[src/hdl/icc_pkg.sv]
`default_nettype none
package icc_pkg;
    // =========================================
    // Register port indices (device side)
    localparam logic [1:0] ICC_IDX_GLOBAL = 2'h0;
    localparam logic [1:0] ICC_IDX_FLUSH_LO = 2'h1;
    localparam logic [1:0] ICC_IDX_FLUSH_HI = 2'h2;
    localparam logic [1:0] ICC_IDX_WAYCTL = 2'h3;
    // =========================================
    // Global control field positions
    localparam int ICC_GC_ENABLE_ALL = 0;
    localparam int ICC_GC_FILL_MODE = 1;
    localparam int ICC_GC_FORWARD = 2;
    localparam int ICC_GC_WAYSEL_LO = 3;
    localparam int ICC_GC_WAYSEL_HI = 4;
    localparam int ICC_GC_RSSEL_LO = 5;
    localparam int ICC_GC_RSSEL_HI = 8;
    localparam int ICC_GC_WAY_PRES = 9;
    localparam int ICC_GC_RS_PRES = 10;
    localparam int ICC_GC_FLUSH_ALL = 11;
    localparam logic [15:0] ICC_GC_MASK = 16'h0FFF;
    localparam logic [15:0] ICC_GC_RESET = 16'h0000;
    // =========================================
    // Line flush address fields
    localparam logic [15:0] ICC_FLHI_MASK = 16'h00FF;
    localparam logic [15:0] ICC_FL_RESET = 16'h0000;
    // =========================================
    // Way block control fields
    localparam int ICC_WC_ENABLE = 0;
    localparam int ICC_WC_FLUSH = 1;
    localparam int ICC_WC_SIZE_LO = 2;
    localparam int ICC_WC_SIZE_HI = 4;
    localparam logic [2:0] ICC_WAY_SIZE_8K = 3'h3;
    localparam logic [15:0] ICC_WC_MASK = 16'h001F;
    localparam logic [15:0] ICC_WC_RESET = 16'h000D;
    localparam logic [15:0] ICC_WC_REQUIRED = 16'h000F;
    // =========================================
    // Controller Wishbone byte offsets
    localparam logic [3:0] ICC_WB_CONFIG = 4'h0;
    localparam logic [3:0] ICC_WB_CONTROL = 4'h4;
    localparam logic [3:0] ICC_WB_STATUS = 4'h8;
    localparam logic [3:0] ICC_WB_FLUSHADDR = 4'hC;
    localparam int ICC_CTL_ENABLE = 0;
    localparam int ICC_CTL_CLEAR = 1;
    localparam int ICC_ST_READY = 0;
    localparam int ICC_ST_BUSY = 1;
    localparam int ICC_ST_GCR_LO = 16;
    // =========================================
    // Line fill defaults
    localparam int ICC_LINE_WORDS = 4;
    localparam int ICC_ADDR_W = 24;
    localparam int ICC_DATA_W = 32;
endpackage
`default_nettype wire

[src/hdl/icc_link_if.sv]
`default_nettype none
interface icc_link_if;
    logic regSel;
    logic regWr;
    logic [1:0] regAddr;
    logic [15:0] regWdata;
    logic [15:0] regRdata;
    logic regAck;
    logic core_cache_enable;
    logic core_cache_clear;
    modport device (
        input regSel, regWr, regAddr, regWdata, core_cache_enable, core_cache_clear,
        output regRdata, regAck
    );
    modport host (
        output regSel, regWr, regAddr, regWdata, core_cache_enable, core_cache_clear,
        input regRdata, regAck
    );
endinterface
`default_nettype wire

[src/hdl/icc_device.sv]
`default_nettype none
// Notes on behaviour
// - Ramset count bit0 selects block 2
// - Way count bit low selects two ways
// - Miss loads line, forwards word early
// - Software always writes forwarding bit one
// - Software always writes fill mode one
// - Override clear: local enables gate blocks
// - Override set: enable ignores local bits
// - Lower flush register holds sixteen bits
// - Upper flush register: bits 15-8 zero
// - Flush address registers change no contents
// - Way control programmed before enable
// - Way size always programmed 8KB
// - Way local flush bit written one
// - Way local enable bit written one
// - Ramset presence bit enables ramset blocks
// - Way_block_present bit enables way block
// - Global flush ignores local flush bits
module icc_device
    import icc_pkg::*;
#(
    parameter int LINE_WORDS = ICC_LINE_WORDS,
    parameter int ADDR_W = ICC_ADDR_W,
    parameter int DATA_W = ICC_DATA_W
) (
    // Clock and reset
    input wire logic clock,
    input wire logic rst,
    // Link to controller
    icc_link_if.device link,
    // Ramset local bits
    input wire logic [1:0] ramsetLocalEnable,
    input wire logic [1:0] ramsetLocalFlush,
    // Block enables and flushes
    output logic wayEnable,
    output logic wayTwoWay,
    output logic [1:0] ramsetEnable,
    output logic wayFlush,
    output logic [1:0] ramsetFlush,
    output logic [2:0] waySizeSel,
    // Core fetch miss
    input wire logic missReq,
    input wire logic [ADDR_W-1:0] missAddr,
    output logic missBusy,
    output logic fwdValid,
    output logic [DATA_W-1:0] fwdData,
    // External memory line load
    output logic memReq,
    output logic [ADDR_W-1:0] memAddr,
    input wire logic memValid,
    input wire logic [DATA_W-1:0] memData
);
    localparam int OFS_W = (LINE_WORDS > 1) ? $clog2(LINE_WORDS) : 1;

    typedef enum logic [1:0] {
        ICC_FILL_IDLE = 2'b00,
        ICC_FILL_LOAD = 2'b01,
        ICC_FILL_LATE = 2'b10
    } icc_fill_t;

    typedef struct packed {
        logic [15:0] globalCtl;
        logic [15:0] flushLo;
        logic [15:0] flushHi;
        logic [15:0] wayCtl;
        logic [15:0] rdata;
        logic ack;
        logic wayEn;
        logic twoWay;
        logic [1:0] rsEn;
        logic wayFl;
        logic [1:0] rsFl;
        icc_fill_t fill;
        logic [OFS_W-1:0] wantOfs;
        logic [OFS_W-1:0] gotOfs;
        logic [ADDR_W-1:0] lineAddr;
        logic req;
        logic fwd;
        logic [DATA_W-1:0] word;
        logic busy;
    } icc_dev_state_t;

    icc_dev_state_t st_r;
    icc_dev_state_t st_nxt;

    logic streamOn;
    logic enableAll;
    logic flushAll;
    logic lastWord;
    logic [ADDR_W-1:0] lineBase;

    // =========================================
    // Decode of the held settings
    assign streamOn = st_r.globalCtl[ICC_GC_FORWARD];
    assign enableAll = st_r.globalCtl[ICC_GC_ENABLE_ALL];
    assign flushAll = st_r.globalCtl[ICC_GC_FLUSH_ALL];
    assign lastWord = (st_r.gotOfs == OFS_W'(LINE_WORDS - 1));
    assign lineBase = {missAddr[ADDR_W-1:OFS_W], {OFS_W{1'b0}}};

    // =========================================
    // Next state
    always_comb begin
        st_nxt = st_r;
        st_nxt.ack = 1'b0;
        st_nxt.fwd = 1'b0;

        // Register port: one access per select, ack drops after one cycle
        if (link.regSel && !st_r.ack) begin
            st_nxt.ack = 1'b1;
            if (link.regWr) begin
                case (link.regAddr)
                    ICC_IDX_GLOBAL: st_nxt.globalCtl = link.regWdata & ICC_GC_MASK;
                    ICC_IDX_FLUSH_LO: st_nxt.flushLo = link.regWdata;
                    ICC_IDX_FLUSH_HI: st_nxt.flushHi = link.regWdata & ICC_FLHI_MASK;
                    ICC_IDX_WAYCTL: st_nxt.wayCtl = link.regWdata & ICC_WC_MASK;
                    default: st_nxt.wayCtl = st_r.wayCtl;
                endcase
            end
            case (link.regAddr)
                ICC_IDX_GLOBAL: st_nxt.rdata = st_r.globalCtl;
                ICC_IDX_FLUSH_LO: st_nxt.rdata = st_r.flushLo;
                ICC_IDX_FLUSH_HI: st_nxt.rdata = st_r.flushHi & ICC_FLHI_MASK;
                ICC_IDX_WAYCTL: st_nxt.rdata = st_r.wayCtl;
                default: st_nxt.rdata = 16'h0000;
            endcase
        end

        // Enables follow the core level under the current settings
        st_nxt.wayEn = link.core_cache_enable && st_r.globalCtl[ICC_GC_WAY_PRES]
            && (enableAll || st_r.wayCtl[ICC_WC_ENABLE]);
        st_nxt.twoWay = st_r.globalCtl[ICC_GC_WAYSEL_LO];
        st_nxt.rsEn[0] = link.core_cache_enable && st_r.globalCtl[ICC_GC_RS_PRES]
            && (enableAll || ramsetLocalEnable[0]);
        st_nxt.rsEn[1] = link.core_cache_enable && st_r.globalCtl[ICC_GC_RS_PRES]
            && st_r.globalCtl[ICC_GC_RSSEL_LO]
            && (enableAll || ramsetLocalEnable[1]);

        // Flush levels; flush address registers take no part
        st_nxt.wayFl = link.core_cache_clear && st_r.globalCtl[ICC_GC_WAY_PRES]
            && (flushAll || st_r.wayCtl[ICC_WC_FLUSH]);
        st_nxt.rsFl[0] = link.core_cache_clear && st_r.globalCtl[ICC_GC_RS_PRES]
            && (flushAll || ramsetLocalFlush[0]);
        st_nxt.rsFl[1] = link.core_cache_clear && st_r.globalCtl[ICC_GC_RS_PRES]
            && st_r.globalCtl[ICC_GC_RSSEL_LO] && (flushAll || ramsetLocalFlush[1]);

        // Line fill with early forwarding of the missed word
        case (st_r.fill)
            ICC_FILL_IDLE: begin
                if (missReq) begin
                    st_nxt.fill = ICC_FILL_LOAD;
                    st_nxt.req = 1'b1;
                    st_nxt.lineAddr = lineBase;
                    st_nxt.wantOfs = missAddr[OFS_W-1:0];
                    st_nxt.gotOfs = '0;
                end
            end
            ICC_FILL_LOAD: begin
                if (memValid) begin
                    st_nxt.lineAddr = st_r.lineAddr + ADDR_W'(1);
                    st_nxt.gotOfs = st_r.gotOfs + OFS_W'(1);
                    if (st_r.gotOfs == st_r.wantOfs) begin
                        st_nxt.word = memData;
                        st_nxt.fwd = streamOn;
                    end
                    if (lastWord) begin
                        st_nxt.req = 1'b0;
                        // Without forwarding the word waits for the full line
                        st_nxt.fill = streamOn ? ICC_FILL_IDLE : ICC_FILL_LATE;
                    end
                end
            end
            ICC_FILL_LATE: begin
                st_nxt.fwd = 1'b1;
                st_nxt.fill = ICC_FILL_IDLE;
            end
            default: st_nxt.fill = ICC_FILL_IDLE;
        endcase
        // Busy kept in a flop so the output needs no decode
        st_nxt.busy = (st_nxt.fill != ICC_FILL_IDLE);
    end

    // =========================================
    // State register
    always_ff @(posedge clock or posedge rst) begin
        if (rst) begin
            st_r <= '0;
            st_r.globalCtl <= ICC_GC_RESET;
            st_r.flushLo <= ICC_FL_RESET;
            st_r.flushHi <= ICC_FL_RESET;
            st_r.wayCtl <= ICC_WC_RESET;
            st_r.fill <= ICC_FILL_IDLE;
        end else begin
            st_r <= st_nxt;
        end
    end

    // =========================================
    // Outputs
    assign link.regRdata = st_r.rdata;
    assign link.regAck = st_r.ack;
    assign wayEnable = st_r.wayEn;
    assign wayTwoWay = st_r.twoWay;
    assign ramsetEnable = st_r.rsEn;
    assign wayFlush = st_r.wayFl;
    assign ramsetFlush = st_r.rsFl;
    assign waySizeSel = st_r.wayCtl[ICC_WC_SIZE_HI:ICC_WC_SIZE_LO];
    assign missBusy = st_r.busy;
    assign fwdValid = st_r.fwd;
    assign fwdData = st_r.word;
    assign memReq = st_r.req;
    assign memAddr = st_r.lineAddr;
endmodule
`default_nettype wire

[src/flat_wrapper.sv]
// flat-port wrapper written by rule: the top's interface ports become plain ports
module icc_device_flat import icc_pkg::*;
#(
    parameter int LINE_WORDS = ICC_LINE_WORDS,
    parameter int ADDR_W = ICC_ADDR_W,
    parameter int DATA_W = ICC_DATA_W
)
  (clock, rst, ramsetLocalEnable, ramsetLocalFlush, wayEnable, wayTwoWay, ramsetEnable, wayFlush, ramsetFlush, waySizeSel, missReq, missAddr, missBusy, fwdValid, fwdData, memReq, memAddr, memValid, memData, link_regSel, link_regWr, link_regAddr, link_regWdata, link_core_cache_enable, link_core_cache_clear, link_regRdata, link_regAck);
  icc_link_if link_i ();
  input wire logic clock;
  input wire logic rst;
  input wire logic [1:0] ramsetLocalEnable;
  input wire logic [1:0] ramsetLocalFlush;
  output logic wayEnable;
  output logic wayTwoWay;
  output logic [1:0] ramsetEnable;
  output logic wayFlush;
  output logic [1:0] ramsetFlush;
  output logic [2:0] waySizeSel;
  input wire logic missReq;
  input wire logic [ADDR_W-1:0] missAddr;
  output logic missBusy;
  output logic fwdValid;
  output logic [DATA_W-1:0] fwdData;
  output logic memReq;
  output logic [ADDR_W-1:0] memAddr;
  input wire logic memValid;
  input wire logic [DATA_W-1:0] memData;
  input wire logic [$bits(link_i.regSel)-1:0] link_regSel;
  input wire logic [$bits(link_i.regWr)-1:0] link_regWr;
  input wire logic [$bits(link_i.regAddr)-1:0] link_regAddr;
  input wire logic [$bits(link_i.regWdata)-1:0] link_regWdata;
  input wire logic [$bits(link_i.core_cache_enable)-1:0] link_core_cache_enable;
  input wire logic [$bits(link_i.core_cache_clear)-1:0] link_core_cache_clear;
  output wire logic [$bits(link_i.regRdata)-1:0] link_regRdata;
  output wire logic [$bits(link_i.regAck)-1:0] link_regAck;
  assign link_i.regSel = link_regSel;
  assign link_i.regWr = link_regWr;
  assign link_i.regAddr = link_regAddr;
  assign link_i.regWdata = link_regWdata;
  assign link_i.core_cache_enable = link_core_cache_enable;
  assign link_i.core_cache_clear = link_core_cache_clear;
  assign link_regRdata = link_i.regRdata;
  assign link_regAck = link_i.regAck;
  icc_device #(.LINE_WORDS(LINE_WORDS), .ADDR_W(ADDR_W), .DATA_W(DATA_W)) u_core (.clock(clock), .rst(rst), .link(link_i), .ramsetLocalEnable(ramsetLocalEnable), .ramsetLocalFlush(ramsetLocalFlush), .wayEnable(wayEnable), .wayTwoWay(wayTwoWay), .ramsetEnable(ramsetEnable), .wayFlush(wayFlush), .ramsetFlush(ramsetFlush), .waySizeSel(waySizeSel), .missReq(missReq), .missAddr(missAddr), .missBusy(missBusy), .fwdValid(fwdValid), .fwdData(fwdData), .memReq(memReq), .memAddr(memAddr), .memValid(memValid), .memData(memData));
endmodule
[config.mk]
export PLATFORM = sky130hd
export DESIGN_NAME = icc_device_flat
export DESIGN_NICKNAME = d
export VERILOG_FILES = /design/src/hdl/icc_pkg.sv /design/src/hdl/icc_link_if.sv /design/src/hdl/icc_device.sv /design/src/flat_wrapper.sv
export SDC_FILE = /design/constraint.sdc
export NUM_CORES = 1
export LEC_CHECK = 0
export BUFFER_PORTS_ARGS = -buffer_cell sky130_fd_sc_hd__buf_2
export CORE_MARGIN = 2
export CORE_UTILIZATION = 36
export CTS_CLUSTER_DIAMETER = 80
export DETAILED_ROUTE_END_ITERATION = 8
export SLEW_MARGIN = 20
export SYNTH_ARGS = -nofsm -noshare
export SYNTH_HDL_FRONTEND = slang
export SYNTH_SLANG_ARGS = --single-unit
[constraint.sdc]
create_clock -name clock -period 4.7 [get_ports clock]
set_input_delay 0.47 -clock clock [delete_from_list [all_inputs] [get_ports clock]]
set_output_delay 0.47 -clock clock [all_outputs]
set_load 0.05 [all_outputs]
Word level (Yosys, flattened, before mapping)
Cells that the tools add are included.

Register bits: 130. Bits in latches: 0. Memory bits (writable): 0. ROM bits: 0. Input port bits: 86. Output and inout port bits: 86. Logic and storage cells: 75. Memories: 0.

$add $sub $neg: 2. $mul: 0. Divide/modulo/power cells: 0. Order comparisons: 0. Equality and inequality tests: 10. Shifts and indexed selects: 0. Multiplexer cells: 12. Bitwise gates (word level): 0. Reductions and logical operators: 32.

Operators with widths (number): $pmux W16 S4 (1); $mux W60 (1); $pmux W27 S2 (1); $mux W33 (1); $mux W31 (1); $add A24 B1 Y24 const B (1); $reduce_and A3 Y1 (6); $logic_and A1 B1 Y1 (13); $eq A2 B2 Y1 const B (4); $logic_or A1 B1 Y1 (6); $mux W2 (3); $eq A2 B1 Y1 const B (2); $logic_not A2 Y1 (2); $ne A2 B2 Y1 const B (2); $pmux W2 S2 (1); $reduce_and A4 Y1 (1); $reduce_bool A2 Y1 (2); $add A2 B1 Y2 const B (1); $eq A2 B2 Y1 (1); $mux W1 (2); $ne A2 B1 Y1 const B (1); $pmux W1 S2 (1); $reduce_and A2 Y1 (1); $logic_not A1 Y1 (1).

Logic depth before layout (Yosys ltp)
Gate-level depths: netlist of the first run.

Word-level depth: 5. Mapped depth: 9. Depth with buffers taken out: 6.

Worst setup path after synthesis of the first run
No wires, ideal clock.

Path kind: register to register. Start point: register u_core.st_r[64] (netlist name). End point: register u_core.st_r (netlist bit u_core.memAddr[19]). Setup time: 0.132 ns. Data arrival time: 1.803 ns. Required time: 4.568 ns. Setup slack: 2.765 ns. Stages on the path, launching flop included: 9. Path through: dfrtp_1 inv_1 ha_1 buf_6 nor2b_1 a21o_1 buf_6 a221o_1 or3b_1.

Cells in the longest elaborated chain, start to end: 3.

RTL lines: start, declared (RTL line icc_device.sv:84) `icc_dev_state_t st_r;`; start signal, assigned (RTL line icc_device.sv:194) `st_r <= st_nxt;`; $eq A2 B1 Y1 / $logic_not A2 Y1 (equally long branches) (RTL line icc_device.sv:148) `case (st_r.fill)`; $ne A2 B2 Y1 (no line) / $reduce_bool A2 Y1 (equally long branches); $reduce_and A3 Y1 (no line).

Parallel ways exist; a longest one is shown, timed or not. A chain may end at the register's enable or synchronous reset.

Worst setup path after layout of the first run
Same ends and word-level chain as after synthesis.

==> metrics.md, run 1 <==
| Metric | Value |
|---|---|
| Compound-Gate Fraction of Synth Area | 0.0980 |
| Vias post-DR | 4659 |
| Worst Max-Slew Pin Slew | between 1 and 1.5 ns |
| Met2 WL | approximately 7500 µm |
| Met3 wire length | a little under 1000 µm |
| FFs w/ async S/R, synth | 1.00 |
| Max-cap violations | 0 |
| Status | completed |
| Ranking of synthesized cells by area | dfrtp_1 (49%), mux2_2 (13%), buf_4 (9.2%), nand2_1 (2.4%), o21ai_0 (2.0%) |
| Worst Hold Class | in2async |
| Pin count of the biggest net entering global routing | 50 |
| HPWL after DPL | roughly 11000 µm |
| Worst Path Arrival | 3.19 ns |
| #FFs+latches synth | 130 |
| RSZ-0062 raised after global routing | no |
| Num CTS Buffers | 17 |
| Mean Syn Cell Area | ~12 µm² |
| Antenna cells | 0 |
| First-pass GRT wire length | approximately 25000 µm |
| Vias in the first global route | 4856 |
| Post-synth top area cell | dfrtp_1 |
| DR top layer | met5 |
| Required @ worst endpoint | 4.99 ns |
| PostCTS Resize Cnt | 0 |
| GRT Overall Usage | 0.161 |
| Sequential share of the synthesized area | 0.501 |
| Minimum clock period | 2.91 ns |
| Kind of critical path | reg2reg |
| Unique masters post-synth | 57 |
| Post-Synthesis Cells | 561 |
| Top FF cell, synth | dfrtp_1 |
| M1 wire length | between 6000 and 7000 µm |
| Vias per inst | slightly above 5 |
| Max IR drop VDD | slightly above 0.3 mV |
| Mapped Nets | 652 |
| Initial antenna violation count | 1 |
| PnR Total Power | approximately 5400 µW |
| Row count | approximately 50 |
| FF-to-FF path depth | 6 |
| Post-synthesis mux area share | 0.160 |
| CTS HTree Levels | 4 |
| First-pass iteration count of the detailed router | 5 |
| Port buffer count | ~170 |
| TritonCTS clock tree | yes |
| Crit. End Element | flip-flop |
| Cells after DPL | between 800 and 900 |
| # DRC | 0 |
| RR Endpoint | u_core.memAddr[19]$_DFFE_PP0P_ |
| Cts hold-fix bufs | 0 |
| Clock Latency Late Sink | ~0.42 ns |
| Post-synthesis xor/xnor area fraction | 0.00270 |
| Yosys top cell area share | 0.489 |
| Core Area | roughly 18000 µm² |
| Post-Layout Cell Count | roughly 900 |
| Crit path capture | u_core.memAddr[19]$_DFFE_PP0P_ |
| Pins over their slew limit | 0 |
| Die ar. | 19100 µm² |
| Routability congestion estimate | roughly 0.84 |
| Syn-to-layout area delta | 17.9% |
| Crit Path Max Fanout | 28 |
| CTS root buf | clkbuf_16 |
| Detailed Route Iter0 Violations | ~200 |
| Nets | between 700 and 800 |
| Detail Route Antenna Nets | 0 |
| Tcrit/Tclk final | 0.618 |
| Die Y | roughly 140 µm |
| # clock sinks | 130 |
| Max Fclk | 0.344 GHz |
| Endpoints failing hold | 0 |
| Reg2reg start | u_core.st_r[64]$_DFF_PP0_ |
| R2R Setup Slk | 1.79 ns |
| Routed WL per cell | ~17 µm |
| Startpoint Class | flip-flop |
| Starting Density | 0.364 |
| Die W | around 140 µm |
| Final setup viols | 0 |
| Largest family of logic cells by synthesized area | multiplexers |
| Syn Std Cell Area | between 6000 and 7000 µm² |
| Pleak | roughly 0.0036 µW |
| Power Dens Cells | between 700 and 800 nW/µm² |
| Setup repair bufs after CTS | 0 |
| WHS | approximately 0.063 ns |
| GR Overflow Total | 0 |
| Post-synth EDFFs | 0 |
| Clock slew at reported path FFs | about 0.060 ns |
| Synthesized-area fraction occupied by adder cells | 0.00963 |
| Clk_skew | approximately 0.013 ns |
| Longest Clk Path Bufs | 2 |
| Simple-Gate Fraction of Synth Area | 0.114 |
| Crit path from | u_core.st_r[64]$_DFF_PP0_ |
| Top Ports | 172 |
| Setup_tns | 0 ns |
| Ys Warns | 0 |
| Relative slew slack | 0.277 |
| Drt total wl | approximately 15000 µm |
| Layout cell share with drive strength beyond 1 | 0.457 |
[layout make-up]
cell class	count	area (µm²)
Fill cell	1655	10200
Sequential cell	130	3260
Multi-Input combinational cell	320	2510
Timing Repair Buffer	176	893
Clock buffer	17	425
Tap cell	229	287
Clock inverter	15	254
Inverter	9	36.3
[kinds of logic after synthesis]
kind of cell             count (synthesis)
AND/OR/NAND/NOR                        134
flip-flops                             130
buffers and inverters                  111
AO/OA/AOI/OAI                           91
multiplexers                            88
adder cells (fa/ha/maj)                  5
XOR/XNOR                                 2
[power by group]
group,switching (µW),internal (µW)
registers,278,1490
clock network,520,1000
logic,1490,636
total,2280,3130
[state kept, by name (all words and copies together), names as in the netlist, 2 cells and up]
signal,cells
u_core.waySizeSel,3
u_core.memAddr,24
u_core.fwdData,32
u_core.ramsetEnable,2
u_core.ramsetFlush,2
u_core.link.regRdata,16
u_core.st_r,41
[worst max-delay path: stages, from the launching register on]
cell and delay, ns:
dfrtp_1 0.39, inv_1 0.10, ha_1 0.42, nand2_2 0.43, a21o_1 0.60, a221o_1 0.47
or3b_1 0.36
[how the worst min path moves through the flow]
| stage | start | endpoint | slack, ns | depth (start not counted) |
|---|---|---|---|---|
| after detailed placement | u_core.st_nxt[70]$_DFFE_PP0P_ | u_core.wayTwoWay$_DFF_PP0_ | 0.40 | 0 |
| after global placement | u_core.st_nxt[70]$_DFFE_PP0P_ | u_core.wayTwoWay$_DFF_PP0_ | 0.40 | 0 |
| final | rst | u_core.link.regRdata[14]$_DFFE_PP0P_ | 0.06 | 2 |
| after floorplan | u_core.st_nxt[70]$_DFFE_PP0P_ | u_core.wayTwoWay$_DFF_PP0_ | 0.37 | 0 |
| after global routing | rst | u_core.link.regRdata[14]$_DFFE_PP0P_ | 0.09 | 2 |
| after CTS | rst | u_core.link.regRdata[12]$_DFFE_PP0P_ | 0.07 | 2 |
[layout by cell type, fill, tap and decap left out, types with 7 or more instances in the layout]
cell type | synthesis | final
a21oi_1 | 15 | 15
inv_1 | 8 | 7
dfrtp_1 | 127 | 127
nor3_1 | 12 | 11
mux2i_1 | 8 | 8
nand2_1 | 41 | 41
nand4_1 | 9 | 9
mux2_2 | 75 | 75
nor2_1 | 17 | 17
a32oi_1 | 7 | 7
o21ai_0 | 26 | 26
o2bb2ai_1 | 9 | 9
nand3_1 | 11 | 11
clkbuf_16 | 0 | 17
buf_2 | 10 | 171
a22o_1 | 9 | 9
[cells in the mapped netlist (9+ instances only)]
| master | instances |
|---|---|
| dfrtp_1 | 127 |
| buf_4 | 80 |
| nand2_1 | 41 |
| nand3_1 | 11 |
| o2bb2ai_1 | 9 |
| nor3_1 | 12 |
| mux2_2 | 75 |
| nor2_1 | 17 |
| buf_2 | 10 |
| nand4_1 | 9 |
| a22o_1 | 9 |
| a21oi_1 | 15 |
| o21ai_0 | 26 |
[stage by stage]
step | util | cell area (µm²) | setup WS, ns
after floorplan | - | 6500 | 0.766
after global placement | 0.391 | 6980 | 1.94
after detailed placement | 0.391 | 6980 | 1.81
after CTS | 0.429 | 7660 | 1.80
after global routing | 0.429 | 7660 | 1.57
final | 0.429 | 7660 | 1.79
[layer usage]
metal / track usage / vias up
met5: 0 / -
met4: 0.0596 / 2
met3: 0.0450 / 23
met2: 0.272 / 165
met1: 0.196 / 2326
li1: - / 2143
(Power assumes the default switching activity.)
==> run 2: changes to the inputs <==
==> constraint.sdc (replaced) <==
create_clock -name clock -period 2.9 [get_ports clock]
set_input_delay 0.29 -clock clock [delete_from_list [all_inputs] [get_ports clock]]
set_output_delay 0.29 -clock clock [all_outputs]
set_load 0.05 [all_outputs]
==> run 2 against run 1 <==
Compared with the run above:
- global-route usage increased by 0.61 points
- sequential cell count unchanged
- hold slack gained 0.042 ns
- count of clock-buffer cells in the layout grew 4
- final area hardly changed
- die area unchanged
- first-iteration DRC count grew 24%
- critical endpoint is now u_core.memAddr[9]$_DFFE_PP0P_
- largest cell class unchanged
- largest power group unchanged
==> metrics.md, run 2 (synthesis results as in run 1) <==
| Metric | Value |
|---|---|
| Worst Hold Class | in2reg |
| Clock slew at reported path FFs | 0.06 ns (about the same) |
| Initial antenna violation count | 2 (+1) |
| Vias per inst | 5.25 (+0.92%) |
| Die W | 138 µm (unchanged) |
| Placed cell area | 7040 µm² (+0.88%) |
| TritonCTS clock tree | yes |
| Row count | 49 (unchanged) |
| WHS | 0.105 ns (+0.0420 ns) |
| Max IR drop VDD | 0.578 mV (+89%) |
| First-pass iteration count of the detailed router | 5 (unchanged) |
| Reg2reg start | u_core.st_r[64]$_DFF_PP0_ |
| Critical-path top delay cell | a21oi_2 |
| Clock Latency Late Sink | 0.42 ns (about the same) |
| # clock sinks | 130 (unchanged) |
| Crit Path Max Fanout | 18 (-36%) |
| Setup_tns | 0 ns (unchanged) |
| Hold wc startpoint | ramsetLocalFlush[0] |
| # DRC | 0 (unchanged) |
| Power Dens Cells | 1120 nW/µm² (+59%) |
| Buf+Inv Stages, Crit Path | 1 (unchanged) |
| Most frequent cells in the layout | buf_2 (171), dfrtp_1 (127), mux2_2 (75) |
| R2R Setup Slk | 0.49 ns (-1.31 ns) |
| Crit. End Element | flip-flop |
| Starting Density | 0.364 (unchanged) |
| Top Ports | 172 (unchanged) |
| Critical path's top delay family | compound AO/OA/AOI/OAI gates |
| FF-to-FF path depth | 6 (unchanged) |
| Status | completed |
| First-pass GRT wire length | 25600 µm (+2.7%) |
| PostCTS Resize Cnt | 0 (unchanged) |
| Max reg flops | 41 (unchanged) |
| Biggest register | u_core.st_r |
| Max Fclk | 0.414 GHz (+20%) |
| Worst Path Arrival | 2.72 ns (-0.47 ns) |
| GRT Overall Usage | 0.167 (+0.00613) |
| Endpoints failing hold | 0 (unchanged) |
| CTS HTree Levels | 4 (unchanged) |
| Layout fillers | 1721 (+4.0%) |
| CTS root buf | clkbuf_16 |
| Max-cap violations | 0 (unchanged) |
| Pleak | 0.00362 µW (about the same) |
| Required @ worst endpoint | 3.21 ns (-1.78 ns) |
| Layout cell share with drive strength beyond 1 | 0.458 (+0.000506) |
| Finished Cell Area | 7670 µm² (about the same) |
| Relative slew slack | 0.454 (+0.177) |
| Drt total wl | 15700 µm (+4.0%) |
| Kind of critical path | reg2reg |
| Longest Clk Path Bufs | 2 (unchanged) |
| Hold EP | u_core.ramsetFlush[0]$_DFF_PP0_ |
| Vias in the first global route | 5022 (+3.4%) |
| Clk_skew | 0.0102 ns (-0.00286 ns) |
| Syn-to-layout area delta | 18.0% (about the same) |
| Minimum clock period | 2.41 ns (-0.492 ns) |
| Worst stage delay on the critical path | 0.68 ns (+0.08 ns) |
| RSZ-0062 raised after global routing | no |
| Die ar. | 19100 µm² (unchanged) |
| Startpoint Class | flip-flop |
| HPWL after DPL | 11300 µm (+3.1%) |
| Detail Route Antenna Nets | 0 (unchanged) |
| Routed WL per cell | 17.4 µm (+2.9%) |
| RR Endpoint | u_core.memAddr[9]$_DFFE_PP0P_ |
| Nets | 753 (+1.1%) |
| Tcrit/Tclk final | 0.833 (+0.214) |
| Detailed Route Iter0 Violations | 252 (+24%) |
| GR Overflow Total | 0 (unchanged) |
| Final setup viols | 0 (unchanged) |
| Worst Max-Slew Pin Slew | 0.819 ns (-0.260 ns) |
| Crit path cell chain | inv_1, ha_1, nand2_2, a21oi_2, o21ai_0, a22o_1 |
| Port buffer count | 171 (unchanged) |
| Num CTS Buffers | 17 (unchanged) |
| Core Area | 17800 µm² (unchanged) |
| Pin count of the biggest net entering global routing | 82 (+64%) |
| Most common cell after layout, fill and taps aside | buf_2 |
| Die Y | 138 µm (unchanged) |
| Vias post-DR | 4749 (+1.9%) |
| Hold Path Depth | 2 |
| Pins over their slew limit | 0 (unchanged) |
| Routability congestion estimate | 0.822 (-2.4%) |
[run 2: timing repair]
item / in CTS / in global routing
hold endpoints to repair: 22 / 0
hold buffers: 1 / 0
setup buffers: 0 / 0
[run 2: layout make-up]
cell class	count	area [µm²]	share of cell area
Tap cell	229	287	0.0374
Clock inverter	11	151	0.0197
Timing Repair Buffer	184	968	0.126
Multi-Input combinational cell	320	2500	0.327
Antenna cell	1	2.50	0.000326
Sequential cell	130	3260	0.425
Clock buffer	21	460	0.0601
Inverter	9	37.5	0.00490
[run 2: worst max-delay path by stage]
stage,endpoint,startpoint,depth (start not counted),slack (ns)
floorplan,u_core.memAddr[19]$_DFFE_PP0P_,u_core.st_r[64]$_DFF_PP0_,8,0.97
global placement,u_core.memAddr[9]$_DFFE_PP0P_,u_core.st_r[64]$_DFF_PP0_,6,0.62
detailed placement,u_core.memAddr[9]$_DFFE_PP0P_,u_core.st_r[64]$_DFF_PP0_,6,0.52
CTS,u_core.memAddr[9]$_DFFE_PP0P_,u_core.st_r[64]$_DFF_PP0_,6,0.51
global route,u_core.memAddr[7]$_DFFE_PP0P_,u_core.st_r[64]$_DFF_PP0_,6,0.23
finish,u_core.memAddr[9]$_DFFE_PP0P_,u_core.st_r[64]$_DFF_PP0_,6,0.49
[run 2: report_power, final]
part / internal [µW] / switching, µW / total (µW)
registers: 2410 / 454 / 2870
logic: 1080 / 2440 / 3510
clock network: 1400 / 823 / 2230
[run 2: worst register-to-register path: stages, from the launching register on]
cell,delay [ns]
dfrtp_1,0.39
inv_1,0.10
ha_1,0.44
nand2_2,0.28
a21oi_2,0.68
o21ai_0,0.20
a22o_1,0.22
[run 2: layer usage]
layer / share of wire / routed length (µm) / vias to the layer above / global-route usage
li1: - / - / 2155 / -
met5: 0.00070 / 11 / - / 0
met2: 0.50 / 7820 / 184 / 0.279
met1: 0.41 / 6430 / 2383 / 0.201
met3: 0.072 / 1140 / 25 / 0.0475
met4: 0.022 / 354 / 2 / 0.0741
[run 2: metrics by stage]
step                power (µW)   util  std cells  setup slack (ns)
global route              9060  0.430        905             0.232
global placement          6310  0.395        871             0.622
finish                    8610  0.430        905             0.485
floorplan                 6120      -        561             0.965
detailed placement        6440  0.395        871             0.520
CTS                       8690  0.430        904             0.511
==> run 3: changes to the inputs <==
==> constraint.sdc (replaced) <==
create_clock -name clock -period 2.46 [get_ports clock]
set_input_delay 0.246 -clock clock [delete_from_list [all_inputs] [get_ports clock]]
set_output_delay 0.246 -clock clock [all_outputs]
set_load 0.05 [all_outputs]
==> run 3 against run 2 <==
Compared with the run above:
- wire length decreased by 2.7%
- die area unchanged
- first-iteration DRC count increased by 9.9%
- fmax increased by 7.1%
- sequential share of layout area decreased by 0.48 points
- critical path depth unchanged
- global-route usage decreased by 0.13 points
- register-to-register slack got worse by 0.28 ns
- worst setup slack got worse by 0.28 ns
- power increased by 20%
==> metrics.md, run 3 (synthesis results as in run 1) <==
| Metric | Value |
|---|---|
| Setup_tns | 0 ns (unchanged) |
| Hold wc startpoint | link_regWdata[13] |
| Worst Path Arrival | 2.54 ns (-0.18 ns) |
| Post-Layout Cell Count | 908 (+0.33%) |
| Relative slew slack | 0.569 (+0.115) |
| Worst Max-Slew Pin Slew | 0.646 ns (-0.173 ns) |
| Kind of critical path | reg2reg |
| CTS root buf | clkbuf_16 |
| Max-cap violations | 0 (unchanged) |
| Pleak | 0.00366 µW (+1.2%) |
| Endpoints failing hold | 0 (unchanged) |
| Critical-path top delay cell | ha_1 |
| RSZ-0062 raised after global routing | no |
| Max IR drop VDD | 0.733 mV (+27%) |
| Layout cell share with drive strength beyond 1 | 0.462 (+0.00387) |
| Clk_skew | 0.00807 ns (-0.00209 ns) |
| Max Fclk | 0.443 GHz (+7.1%) |
| Status | completed |
| Port buffer count | 171 (unchanged) |
| Pins over their slew limit | 0 (unchanged) |
| Pre-CTS setup slack | 0.231 ns (-0.290 ns) |
| Worst stage delay on the critical path | 0.42 ns (-0.26 ns) |
| Critical path's top delay family | simple AND/OR/NAND/NOR gates |
| Worst Hold Class | in2reg |
| Hold EP | u_core.st_r[134]$_DFFE_PP0P_ |
| Routed WL per cell | 16.9 µm (-3.1%) |
| Starting Density | 0.364 (unchanged) |
| Final setup viols | 0 (unchanged) |
| HPWL after DPL | 10900 µm (-3.2%) |
| Longest Clk Path Bufs | 2 (unchanged) |
| Startpoint Class | flip-flop |
| Reg2reg start | u_core.st_r[64]$_DFF_PP0_ |
| Clock Latency Late Sink | 0.42 ns (about the same) |
| Hold Path Depth | 2 (unchanged) |
| Pin count of the biggest net entering global routing | 90 (+9.8%) |
| # clock sinks | 130 (unchanged) |
| Buf+Inv Stages, Crit Path | 1 (unchanged) |
| Top Ports | 172 (unchanged) |
| Tcrit/Tclk final | 0.917 (+0.0842) |
| Syn-to-layout area delta | 19.3% |
| Core Area | 17800 µm² (unchanged) |
| Die Y | 138 µm (unchanged) |
| # DRC | 0 (unchanged) |
| First-pass iteration count of the detailed router | 5 (unchanged) |
| Row count | 49 (unchanged) |
| RR Endpoint | u_core.memAddr[19]$_DFFE_PP0P_ |
| GRT Overall Usage | 0.165 (-0.00131) |
| Minimum clock period | 2.26 ns (-0.159 ns) |
| Nets | 756 (+0.40%) |
| Clock slew at reported path FFs | 0.06 ns (about the same) |
| PostCTS Resize Cnt | 0 (unchanged) |
| Vias post-DR | 4670 (-1.7%) |
| Required @ worst endpoint | 2.75 ns (-0.46 ns) |
| Power Dens Cells | 1330 nW/µm² (+19%) |
| Clock network power share | 0.270 (+0.011) |
| Die W | 138 µm (unchanged) |
| Combinational power share | 0.403 (-0.005) |
| Drt total wl | 15300 µm (-2.7%) |
| Die ar. | 19100 µm² (unchanged) |
| P_int | 5960 µW (+22%) |
| Vias per inst | 5.14 (-2.0%) |
| Detailed Route Iter0 Violations | 277 (+9.9%) |
| Setup repair bufs after CTS | 0 (unchanged) |
| Cells after DPL | 874 (+0.34%) |
| Most common cell after layout, fill and taps aside | buf_2 |
| Max reg flops | 41 (unchanged) |
| CTS HTree Levels | 4 (unchanged) |
| Biggest register | u_core.st_r |
| GR Overflow Total | 0 (unchanged) |
| Sw Pwr | 4360 µW (+17%) |
| Crit path cell chain | inv_1, ha_1, nand2_2, a21o_1, a221o_1, or3b_1 |
| Setup ws final | 0.205 ns (-0.281 ns) |
| Num CTS Buffers | 17 (unchanged) |
| First-pass GRT wire length | 25700 µm (+0.21%) |
| Net Sw Frac | 0.423 (-0.00857) |
| Crit. End Element | flip-flop |
| Vias in the first global route | 4990 (-0.64%) |
| Initial antenna violation count | 2 (unchanged) |
| TritonCTS clock tree | yes |
| Detail Route Antenna Nets | 0 (unchanged) |
| Seq pwr share | 0.327 (-0.006) |
| FF-to-FF path depth | 6 (unchanged) |
| Crit Path Max Fanout | 15 (-3) |
| Routability congestion estimate | 0.839 (+2.1%) |
| R2R Setup Slk | 0.20 ns (-0.28 ns) |
| Cts hold-fix bufs | 1 (unchanged) |
| Most frequent cells in the layout | buf_2 (171), dfrtp_1 (127), mux2_2 (75) |
[run 3: how the worst max path moves through the flow]
stage | startpoint | end | slack [ns] | cells after the start
finish | u_core.st_r[64]$_DFF_PP0_ | u_core.memAddr[19]$_DFFE_PP0P_ | 0.20 | 6
global route | u_core.st_r[64]$_DFF_PP0_ | u_core.memAddr[19]$_DFFE_PP0P_ | 0.09 | 6
CTS | u_core.st_r[64]$_DFF_PP0_ | u_core.memAddr[19]$_DFFE_PP0P_ | 0.23 | 6
detailed placement | u_core.st_r[64]$_DFF_PP0_ | u_core.memAddr[19]$_DFFE_PP0P_ | 0.23 | 6
global placement | u_core.st_r[64]$_DFF_PP0_ | u_core.memAddr[19]$_DFFE_PP0P_ | 0.32 | 6
floorplan | u_core.st_r[64]$_DFF_PP0_ | u_core.memAddr[19]$_DFFE_PP0P_ | 0.53 | 8
[run 3: per-stage QoR]
stage | total power, µW | util | hold WS, ns | area, µm²
finish | 10300 | 0.435 | 0.0590 | 7750
global route | 10900 | 0.435 | 0.0453 | 7750
CTS | 10400 | 0.435 | 0.0410 | 7750
detailed placement | 7600 | 0.397 | 0.360 | 7090
global placement | 7460 | 0.397 | 0.359 | 7090
floorplan | 7210 | - | 0.366 | 6500
[run 3: area by class of cell]
cell class | instances | area [µm²]
Antenna cell | 1 | 2.50
Clock buffer | 19 | 443
Clock inverter | 13 | 209
Fill cell | 1688 | 10100
Inverter | 9 | 37.5
Multi-Input combinational cell | 320 | 2500
Sequential cell | 130 | 3260
Tap cell | 229 | 287
Timing Repair Buffer | 187 | 1020
[run 3: metal layers]
| metal | track usage | wire (µm) |
|---|---|---|
| met2 | 0.271 | 7490 |
| met1 | 0.208 | 6480 |
| met4 | 0.0655 | 306 |
| met3 | 0.0464 | 1020 |
| met5 | 0 | 13 |
[run 3: power by group through the flow]
stage | Clock (µW) | Combinational [µW] | Sequential, µW
detailed placement | 0 | 4180 | 3410
CTS | 2860 | 4180 | 3380
floorplan | 0 | 3890 | 3320
global route | 2950 | 4430 | 3490
global placement | 0 | 4090 | 3370
finish | 2790 | 4150 | 3370
